--- config.mk ---
export PLATFORM = sky130hd
export DESIGN_NAME = sink_training_ctrl
export DESIGN_NICKNAME = d
export VERILOG_FILES = /design/src/inc/sink_training_pkg.sv /design/src/rtl/sink_training_ctrl.sv
export VERILOG_INCLUDE_DIRS = /design/src /design/src/inc
export SDC_FILE = /design/constraint.sdc
export NUM_CORES = 1
export LEC_CHECK = 0
export ABC_AREA = 1
export BUFFER_PORTS_ARGS = -buffer_cell sky130_fd_sc_hd__buf_4
export CAP_MARGIN = 20
export CORE_MARGIN = 2
export CORE_UTILIZATION = 45
export DETAILED_ROUTE_END_ITERATION = 7
export HOLD_SLACK_MARGIN = 0.05
export PLACE_DENSITY = 0.76
export SLEW_MARGIN = 0
export SYNTH_ARGS = -nofsm -noshare
export SYNTH_HDL_FRONTEND = slang
export SYNTH_SLANG_ARGS = --single-unit
--- constraint.sdc ---
create_clock -name clk_i -period 2 [get_ports clk_i]
set_input_delay 0.4 -clock clk_i [delete_from_list [all_inputs] [get_ports clk_i]]
set_output_delay 0.4 -clock clk_i [all_outputs]
set_load 0.02 [all_outputs]
--- src/inc/sink_training_defines.svh ---
// Register offsets, field positions and reset values of the training block.
`ifndef SINK_TRAINING_DEFINES_SVH
`define SINK_TRAINING_DEFINES_SVH

// ****************************************************************
// Register byte offsets
// ****************************************************************
`define OFS_SWING_POLICY 12'h214
`define OFS_LOCK_CONTROL 12'h21c
`define OFS_IDLE_PERIOD 12'h220
`define OFS_STATUS 12'h224
`define ADDR_W 12

// ****************************************************************
// Fields of training_swing_policy
// ****************************************************************
`define MIN_SWING_LO 0
`define MIN_SWING_HI 1
`define CR_OPT_LO 2
`define CR_OPT_HI 3
`define STEP_LO 4
`define STEP_HI 6
`define FIX_SWING_LO 8
`define FIX_SWING_HI 9
`define EQ_OPT_LO 10
`define EQ_OPT_HI 11
`define EMPH_LIM_LO 12
`define EMPH_LIM_HI 13
`define TABLE_LO 14
`define TABLE_HI 23
`define POLICY_RESET 32'h0000_0000
`define POLICY_MASK 32'h00ff_ff7f

// ****************************************************************
// Fields of recovery_lock_control and unplug_idle_period
// ****************************************************************
`define LOCK_TMO_LO 0
`define LOCK_TMO_HI 19
`define DFE_BIT 31
`define LOCK_RESET 32'h8000_1388
`define LOCK_MASK 32'h800f_ffff
`define IDLE_RESET 32'h0131_2d00

// ****************************************************************
// Option codes and levels
// ****************************************************************
`define CR_EVERY 2'h0
`define CR_BLOCK 2'h1
`define CR_FIXED 2'h2
`define EQ_STEP 2'h0
`define EQ_FIXED 2'h1
`define EQ_TABLE 2'h3
`define LEVEL_MAX 2'h3
`define BLOCK_DEFAULT 3'h4
`define TABLE_LAST 3'h4

`endif

--- src/inc/sink_training_pkg.sv ---
// Types shared by the sink training and unplug timer block.

package sink_training_pkg;

    // Lock timer states.
    typedef enum logic [1:0] {
        LOCK_IDLE = 2'b00,
        LOCK_WAIT = 2'b01,
        LOCK_DONE = 2'b10,
        LOCK_TIMEOUT = 2'b11
    } lock_state_type;

    // Complete state of the block.
    typedef struct packed {
        logic [31:0] policy;
        logic [31:0] lock_ctl;
        logic [31:0] idle;
        logic ack;
        logic [31:0] rdata;
        logic [2:0] clk_sync;
        logic [1:0] bs_sync;
        logic [1:0] tp_sync;
        logic [1:0] lock_sync;
        logic [1:0] swing;
        logic [1:0] emph;
        logic [2:0] step_cnt;
        logic [2:0] emph_idx;
        logic fail;
        lock_state_type lock_state;
        logic [19:0] lock_cnt;
        logic [31:0] idle_cnt;
        logic armed;
        logic unplug;
        logic dfe;
    } state_type;

endpackage : sink_training_pkg

--- src/rtl/sink_training_ctrl.sv ---
// Sink training policy, recovery lock timer and cable unplug detector.
//
// Overview of operation
// - Report training failure while any lane swing low
// - Default option raises swing every iteration
// - Second option raises swing once per block
// - Third option holds swing at fixed level
// - Three-bit field sets iterations between swing steps
// - Fixed swing level field resets to zero
// - Default option raises emphasis up to limit
// - Second option holds emphasis at limit value
// - Fourth option takes emphasis from table
// - Two-bit field holds emphasis limit level
// - Table holds five levels, iteration one lowest
// - Twenty-bit lock timeout counter, resets 20'h1388
// - Equalizer enable bit resets one, only 5.4G
// - Missing blanking-start within period raises unplug
// - Unplug counter loads from idle period register
// - Idle period resets to 0x1312d00
//
// The Wishbone slave port is this design's own decision.
`timescale 1ns/1ps
`include "sink_training_defines.svh"

module sink_training_ctrl #(
    parameter int LANES = 4
) (
    // Clock and reset.
    input wire logic clk_i,
    input wire logic rst_i,
    // Wishbone slave.
    input wire logic wb_cyc_i,
    input wire logic wb_stb_i,
    input wire logic wb_we_i,
    input wire logic [`ADDR_W-1:0] wb_adr_i,
    input wire logic [3:0] wb_sel_i,
    input wire logic [31:0] wb_dat_i,
    output logic [31:0] wb_dat_o,
    output logic wb_ack_o,
    // Training iteration events from the training engine.
    input wire logic train_start_i,
    input wire logic cr_iter_i,
    input wire logic eq_iter_i,
    input wire logic [2*LANES-1:0] lane_swing_i,
    output logic [1:0] swing_req_o,
    output logic [1:0] emph_req_o,
    output logic train_fail_o,
    // Recovery lock timer.
    input wire logic lock_start_i,
    input wire logic cdr_lock_i,
    input wire logic rate_5g4_i,
    output logic lock_timeout_o,
    output logic dfe_enable_o,
    // Link symbol indications, synchronised to clk_i; blank start taken at link clock rising edges.
    input wire logic link_clk_i,
    input wire logic blank_start_i,
    input wire logic training_pattern_i,
    output logic unplug_o
);

    // ****************************************************************
    // Elaboration checks
    // ****************************************************************

    // The lane count must fit the standard one to four lanes.
    if (LANES < 1 || LANES > 4) begin : bad_lanes
        $error("LANES must be between 1 and 4.");
    end

    // ****************************************************************
    // State and helpers
    // ****************************************************************

    sink_training_pkg::state_type s;
    sink_training_pkg::state_type next_s;
    logic access;
    logic link_edge;
    logic bs_seen;
    logic tp_seen;
    logic low_swing;
    logic [2:0] block_len;
    logic [31:0] status_word;

    // Merge write data into a register under the byte enables.
    function automatic logic [31:0] merge(input logic [31:0] old,
                                          input logic [31:0] data,
                                          input logic [3:0] sel,
                                          input logic [31:0] mask);
        logic [31:0] res;
        res = old;
        for (int i = 0; i < 4; i++) begin
            if (sel[i]) begin
                res[8*i +: 8] = data[8*i +: 8];
            end
        end
        return res & mask;
    endfunction : merge

    // Pick one level of the per-iteration emphasis table.
    function automatic logic [1:0] table_level(input logic [31:0] pol,
                                               input logic [2:0] idx);
        logic [9:0] tbl;
        logic [1:0] lvl;
        tbl = pol[`TABLE_HI:`TABLE_LO];
        case (idx)
            3'h0: lvl = tbl[1:0]; // Iteration one in the lowest pair.
            3'h1: lvl = tbl[3:2];
            3'h2: lvl = tbl[5:4];
            3'h3: lvl = tbl[7:6];
            default: lvl = tbl[9:8]; // Iteration five at the top.
        endcase
        return lvl;
    endfunction : table_level

    // ****************************************************************
    // Combinational decodes
    // ****************************************************************

    // Bus access is taken once, in the cycle the answer is given.
    assign access = wb_cyc_i && wb_stb_i && s.ack;

    // Link clock rising edge seen through the synchroniser.
    assign link_edge = s.clk_sync[1] && !s.clk_sync[2];
    assign bs_seen = link_edge && s.bs_sync[1];
    assign tp_seen = s.tp_sync[1];

    // Steps between swing increments; zero falls back to four.
    assign block_len = (s.policy[`STEP_HI:`STEP_LO] == 3'h0) ?
                       `BLOCK_DEFAULT : s.policy[`STEP_HI:`STEP_LO];

    // Any lane below the programmed minimum swing fails training.
    always_comb begin
        low_swing = 1'b0;
        for (int l = 0; l < LANES; l++) begin
            if (lane_swing_i[2*l +: 2] <
                s.policy[`MIN_SWING_HI:`MIN_SWING_LO]) begin
                low_swing = 1'b1;
            end
        end
    end

    // Status word: requests, failure, lock state and unplug pulse.
    assign status_word = {24'h000000, s.unplug, s.lock_state, s.fail,
                          s.emph, s.swing};

    // ****************************************************************
    // Next state
    // ****************************************************************

    // Compute the whole next state from the current one.
    always_comb begin
        next_s = s;

        // Synchronisers for signals from outside this clock domain.
        next_s.clk_sync = {s.clk_sync[1:0], link_clk_i};
        next_s.bs_sync = {s.bs_sync[0], blank_start_i};
        next_s.tp_sync = {s.tp_sync[0], training_pattern_i};
        next_s.lock_sync = {s.lock_sync[0], cdr_lock_i};

        // Wishbone answer one cycle after the request, dropped next cycle.
        next_s.ack = wb_cyc_i && wb_stb_i && !s.ack;
        if (wb_cyc_i && wb_stb_i && !s.ack) begin
            if (wb_adr_i == `OFS_SWING_POLICY) begin
                next_s.rdata = s.policy;
            end else if (wb_adr_i == `OFS_LOCK_CONTROL) begin
                next_s.rdata = s.lock_ctl;
            end else if (wb_adr_i == `OFS_IDLE_PERIOD) begin
                next_s.rdata = s.idle;
            end else if (wb_adr_i == `OFS_STATUS) begin
                next_s.rdata = status_word;
            end else begin
                next_s.rdata = 32'h0000_0000;
            end
        end

        // Register writes take effect at the acknowledging edge.
        if (access && wb_we_i) begin
            if (wb_adr_i == `OFS_SWING_POLICY) begin
                next_s.policy = merge(s.policy, wb_dat_i, wb_sel_i,
                                      `POLICY_MASK);
            end else if (wb_adr_i == `OFS_LOCK_CONTROL) begin
                next_s.lock_ctl = merge(s.lock_ctl, wb_dat_i, wb_sel_i,
                                        `LOCK_MASK);
            end else if (wb_adr_i == `OFS_IDLE_PERIOD) begin
                next_s.idle = merge(s.idle, wb_dat_i, wb_sel_i,
                                    32'hffff_ffff);
            end
        end

        // Training failure follows the lane swing comparison.
        next_s.fail = low_swing;

        // Swing request policy on clock recovery iterations.
        if (train_start_i) begin
            next_s.step_cnt = 3'h0;
            if (s.policy[`CR_OPT_HI:`CR_OPT_LO] == `CR_FIXED) begin
                next_s.swing = s.policy[`FIX_SWING_HI:`FIX_SWING_LO];
            end else begin
                next_s.swing = 2'h0;
            end
        end else if (cr_iter_i) begin
            case (s.policy[`CR_OPT_HI:`CR_OPT_LO])
                `CR_BLOCK: begin
                    if (s.step_cnt + 3'h1 >= block_len) begin
                        next_s.step_cnt = 3'h0;
                        if (s.swing != `LEVEL_MAX) begin
                            next_s.swing = s.swing + 2'h1;
                        end
                    end else begin
                        next_s.step_cnt = s.step_cnt + 3'h1;
                    end
                end
                `CR_FIXED: begin
                    next_s.swing = s.policy[`FIX_SWING_HI:`FIX_SWING_LO];
                end
                default: begin
                    // The default and the invalid code step every time.
                    if (s.swing != `LEVEL_MAX) begin
                        next_s.swing = s.swing + 2'h1;
                    end
                end
            endcase
        end

        // Emphasis request policy on equalisation iterations.
        if (train_start_i) begin
            next_s.emph_idx = 3'h0;
            case (s.policy[`EQ_OPT_HI:`EQ_OPT_LO])
                `EQ_FIXED: next_s.emph = s.policy[`EMPH_LIM_HI:`EMPH_LIM_LO];
                `EQ_TABLE: next_s.emph = table_level(s.policy, 3'h0);
                default: next_s.emph = 2'h0;
            endcase
        end else if (eq_iter_i) begin
            case (s.policy[`EQ_OPT_HI:`EQ_OPT_LO])
                `EQ_FIXED: begin
                    next_s.emph = s.policy[`EMPH_LIM_HI:`EMPH_LIM_LO];
                end
                `EQ_TABLE: begin
                    if (s.emph_idx != `TABLE_LAST) begin
                        next_s.emph_idx = s.emph_idx + 3'h1;
                        next_s.emph = table_level(s.policy,
                                                  s.emph_idx + 3'h1);
                    end
                end
                default: begin
                    // The default and the invalid code climb to the limit.
                    if (s.emph < s.policy[`EMPH_LIM_HI:`EMPH_LIM_LO]) begin
                        next_s.emph = s.emph + 2'h1;
                    end
                end
            endcase
        end

        // Recovery lock timer on this clock, loaded from the register.
        case (s.lock_state)
            sink_training_pkg::LOCK_IDLE: begin
                if (lock_start_i) begin
                    next_s.lock_cnt = s.lock_ctl[`LOCK_TMO_HI:`LOCK_TMO_LO];
                    next_s.lock_state = sink_training_pkg::LOCK_WAIT;
                end
            end
            sink_training_pkg::LOCK_WAIT: begin
                if (s.lock_sync[1]) begin
                    next_s.lock_state = sink_training_pkg::LOCK_DONE;
                end else if (s.lock_cnt == 20'h00000) begin
                    next_s.lock_state = sink_training_pkg::LOCK_TIMEOUT;
                end else begin
                    next_s.lock_cnt = s.lock_cnt - 20'h00001;
                end
            end
            default: begin
                // Done or timed out: wait for the next start.
                if (lock_start_i) begin
                    next_s.lock_cnt = s.lock_ctl[`LOCK_TMO_HI:`LOCK_TMO_LO];
                    next_s.lock_state = sink_training_pkg::LOCK_WAIT;
                end
            end
        endcase

        // Equalizer enable only applies at the 5.4G rate.
        next_s.dfe = s.lock_ctl[`DFE_BIT] && rate_5g4_i;

        // Unplug timer: reload on blanking start or while training.
        next_s.unplug = 1'b0;
        if (bs_seen || tp_seen) begin
            next_s.idle_cnt = s.idle;
            next_s.armed = bs_seen || s.armed;
        end else if (s.armed) begin
            if (s.idle_cnt <= 32'h0000_0001) begin
                next_s.unplug = 1'b1;
                next_s.armed = 1'b0;
                next_s.idle_cnt = s.idle;
            end else begin
                next_s.idle_cnt = s.idle_cnt - 32'h0000_0001;
            end
        end
    end

    // ****************************************************************
    // State register
    // ****************************************************************

    // Register the state; reset puts every field at its reset value.
    always_ff @(posedge clk_i) begin
        if (rst_i) begin
            s <= '0;
            s.policy <= `POLICY_RESET;
            s.lock_ctl <= `LOCK_RESET;
            s.idle <= `IDLE_RESET;
            s.idle_cnt <= `IDLE_RESET;
            s.lock_state <= sink_training_pkg::LOCK_IDLE;
        end else begin
            s <= next_s;
        end
    end

    // ****************************************************************
    // Outputs
    // ****************************************************************

    // Outputs come straight from the state register; lock_timeout_o is decoded from the lock state.
    assign wb_ack_o = s.ack;
    assign wb_dat_o = s.rdata;
    assign swing_req_o = s.swing;
    assign emph_req_o = s.emph;
    assign train_fail_o = s.fail;
    assign lock_timeout_o = (s.lock_state == sink_training_pkg::LOCK_TIMEOUT);
    assign dfe_enable_o = s.dfe;
    assign unplug_o = s.unplug;

endmodule : sink_training_ctrl

==> key figures <==
Synth
  • Post-synthesis xor/xnor area fraction: 0.0126
  • Proportion of synthesized area in mux cells: 0
  • Synth cell count leaders: nand2_1 (318), inv_1 (194), dfxtp_1 (186), nor2_1 (186), nand3_1 (119)
  • Post-synth cell types: 45
  • Top post-synthesis cells by area: dfxtp_1 (36%), nand2_1 (11%), inv_1 (7.0%)
  • FF+latch count, synth: ~190
  • Simple-gate share of the synthesized area: 0.300
  • Mapped Cells: about 1600
  • Mean Syn Cell Area: 6.66 sq um
  • Adder-Cell Fraction of Synth Area: 0.0217
  • Primary FF master, synth: dfxtp_1
  • Post-synthesis cell area: between 10000 and 15000 sq um
  • Share of the synthesized area in the top cell type: 0.358
  • Syn nets: around 1600
  • Count leader, synth: nand2_1
  • Main combinational cell family by area after synthesis: simple AND/OR/NAND/NOR gates
  • Post-synth ARST share: 0
  • Synth Area in Compound Gates: 0.176
  • Number of synthesized flops with an enable pin: 0
  • Synth Warn #: 0
  • Synth area leader: dfxtp_1
  • Sequential share of the synthesized area: 0.358

Floorplan
  • Io pins: roughly 110
  • Die area: ~24000 sq um
  • Core area: approximately 23000 sq um
  • Initial Utilization: 0.459
  • Die Wd: ~160 microns
  • Die height: between 150 and 200 microns
  • Row count: 55

Critical path
  • CP max stage cell: dfxtp_1
  • CP max FO: 8
  • CP endpoint kind: flip-flop
  • Worst path most repeated cell: buf_4
  • Register-to-Register Path Depth: 11
  • Crit path depth: 11
  • WS Path Type: reg -> reg
  • Crit path max-delay family: buffers and inverters
  • Slowest stage delay, CP: 0.36 ns
  • Crit path DAT: about 2.2 ns
  • RR Startpoint: s[3]
  • Reg2Reg Setup Slack: around 0.14 ns
  • RR Endpoint: s[6]
  • CP required: between 2 and 2.5 ns
  • Buffers and inverters on the worst path: 4
  • Critical path cell sequence: inv_1 > ha_2 > buf_4 > o211ai_1 > nor2_4 > nand2_4 > inv_2 > buf_4 > nand2_1 > nand3_1 > a21oi_1
  • Startpoint Class: flip-flop

Global routing
  • Gr ovfl total: 0
  • Largest net degree at the start of global routing: 37
  • Vias in the first global route: between 9000 and 10000
  • Global Route Usage Sum: 0.271
  • Global-route wire length before repair: 52.3 mm
  • Initial antenna violation count: 1

Clock tree
  • Number of H-tree levels: 4
  • Clock sink count: 186
  • Clk_lat worst skew: 0.44 ns
  • Reg clk slew, reported paths: 0.07 ns
  • Clk root buf: clkbuf_16
  • CTS Buf Count: 17
  • TritonCTS clock tree: built
  • Clock buffer depth: 2

Drt
  • Drt wl/cell: roughly 17 microns
  • DR pass1 iterations: 6
  • Iter 0 DRT Violations: 1047
  • Residual DRC count: 0
  • Via density: roughly 5.5
  • Final WL: 32.6 mm
  • Antenna violation net count after detailed routing: 0
  • DR vias: between 10000 and 15000

Power and ir drop
  • Pwr Density: roughly 690 nW/um^2
  • Overall power: about 8.4 mW
  • Max VDD drop: 611 uV
  • Leakage power: between 5 and 6 nW

Worst hold path
  • Hold path depth: 3
  • Hold WC Path Type: in -> reg
  • Hold Path Sink: next_s[69]
  • Hold_sp: cdr_lock_i

STA
  • Fmax: 0.537 GHz
  • Endpoints failing setup: 0
  • Fin. max-slew vios: 0
  • Final hold viol count: 0
  • Tightest Pin Transition: 0.655 ns
  • Max-slew headroom: 0.563
  • Tcrit/Tclk final: 0.931
  • Setup TNS: 0 ns
  • RSZ-0062 raised after global routing: false
  • Clk_skew: roughly 0.013 ns
  • Minimum clock period: around 1.9 ns

Placement
  • Hpwl dp: between 20 and 25 mm
  • Buffers on Ports: 110
  • Placed cells: about 1900
  • Placed Instance Area: ~12000 sq um
  • GPL Wtd Cong: approximately 0.94

Final layout
  • Ant. Diodes: 0
  • Design Area, Final: roughly 12000 sq um
  • Share of cells above drive strength 1: 0.159
  • Post-Layout Cell Count: a little under 2000
  • Fillers: between 2000 and 2500
  • Fin nets: 1743
  • Synth-to-Final Area Change: 16.7%

Run
  • Max_cap viols: 0

Status
  • Status: completed
[worst max-delay path by stage]
stage	end	start	slack, ns
final	s[6]	s[3]	0.14
after global routing	s[21]	s[4]	0.002
after CTS	s[6]	s[3]	0.08
after detailed placement	s[138]	wb_adr_i[11]	0.03
after global placement	s[124]	wb_adr_i[11]	0.08
after floorplan	swing_req_o[0]	s[61]	0.35
[cell type report]
| type | instances | area (sq um) | area share |
|---|---|---|---|
| clock inverters | 14 | 170 | 0.0140 |
| inverters | 212 | 796 | 0.0656 |
| well taps | 285 | 357 | 0.0294 |
| repair buffers | 171 | 1330 | 0.110 |
| clock buffers | 17 | 425 | 0.0351 |
| multi-input cells | 1067 | 5330 | 0.439 |
| flip-flops and latches | 186 | 3720 | 0.307 |
[routing by layer]
| layer | wire [microns] | share of wire | vias up | GRT usage |
|---|---|---|---|---|
| li1 | - | - | 5236 | - |
| met1 | 14900 | 0.46 | 4991 | 0.391 |
| met2 | 14300 | 0.44 | 483 | 0.422 |
| met3 | 2880 | 0.088 | 47 | 0.0367 |
| met4 | 637 | 0.020 | 0 | 0.0817 |
| met5 | 0 | 0 | - | 0 |
[flip-flops by register name (all words and copies together) (netlist names)]
register      count
dfe_enable_o      1
next_s            5
wb_ack_o          1
swing_req_o       2
unplug_o          1
train_fail_o      1
emph_req_o        2
s               141
wb_dat_o         32
[logic make-up (layout without fill, tap and decap cells)]
logic type / Yosys count / in the layout
and+or+nand+nor: 707 / 707
AOI/OAI and AO/OA: 327 / 327
DFF: 186 / 186
xor gates and xnor gates: 15 / 15
adders and majority gates: 18 / 18
buffers and inverters: 308 / 414
[report_power, final]
group | leakage [nW] | total, mW | internal (mW) | switching (mW)
Sequential | 1.51 | 3.88 | 3.79 | 0.0918
Clock | 0.299 | 3.51 | 1.97 | 1.54
Combinational | 3.50 | 1.02 | 0.384 | 0.634
Total | 5.31 | 8.41 | 6.15 | 2.26
[what timing repair did]
item	in CTS	in global routing
setup endpoints to repair	0	27
hold buffers	0	0
gates resized for setup	0	6
setup buffers	0	1
[per-stage QoR]
| step | hold slack [ns] | utilization | worst slack, ns |
|---|---|---|---|
| finish | 0.166 | 0.536 | 0.137 |
| global route | 0.177 | 0.536 | 0.00176 |
| CTS | 0.157 | 0.535 | 0.0843 |
| detailed placement | 0.396 | 0.508 | 0.0271 |
| global placement | 0.391 | 0.508 | 0.0812 |
| floorplan | 0.388 | - | 0.353 |
[cells in the final DEF (no fill, tap or decap), drive strengths merged, types with 2 or more instances in the layout]
| cell | netlist | layout |
|---|---|---|
| clkbuf | 34 | 17 |
| o22ai | 24 | 24 |
| nor2 | 211 | 211 |
| nand3 | 123 | 123 |
| ha | 18 | 18 |
| o211ai | 12 | 12 |
| nand3b | 4 | 4 |
| nor3 | 17 | 17 |
| o21a | 2 | 2 |
| a41oi | 4 | 4 |
| bufinv | 0 | 3 |
| a221oi | 7 | 7 |
| nand4 | 21 | 21 |
| dfxtp | 186 | 186 |
| buf | 62 | 171 |
| xnor2 | 5 | 5 |
| or2 | 5 | 5 |
| clkinv | 1 | 8 |
| o21bai | 3 | 3 |
| o211a | 2 | 2 |
| o21ai | 134 | 134 |
| xor2 | 10 | 10 |
| a21oi | 114 | 114 |
| nand2 | 324 | 324 |
| inv | 211 | 215 |
| a211oi | 22 | 22 |
[tightest hold or removal path: stages]
cell and delay, ns:
buf_4 0.07, inv_1 0.03, nor2_1 0.06
No activity file was read; power rests on OpenSTA's default activity.
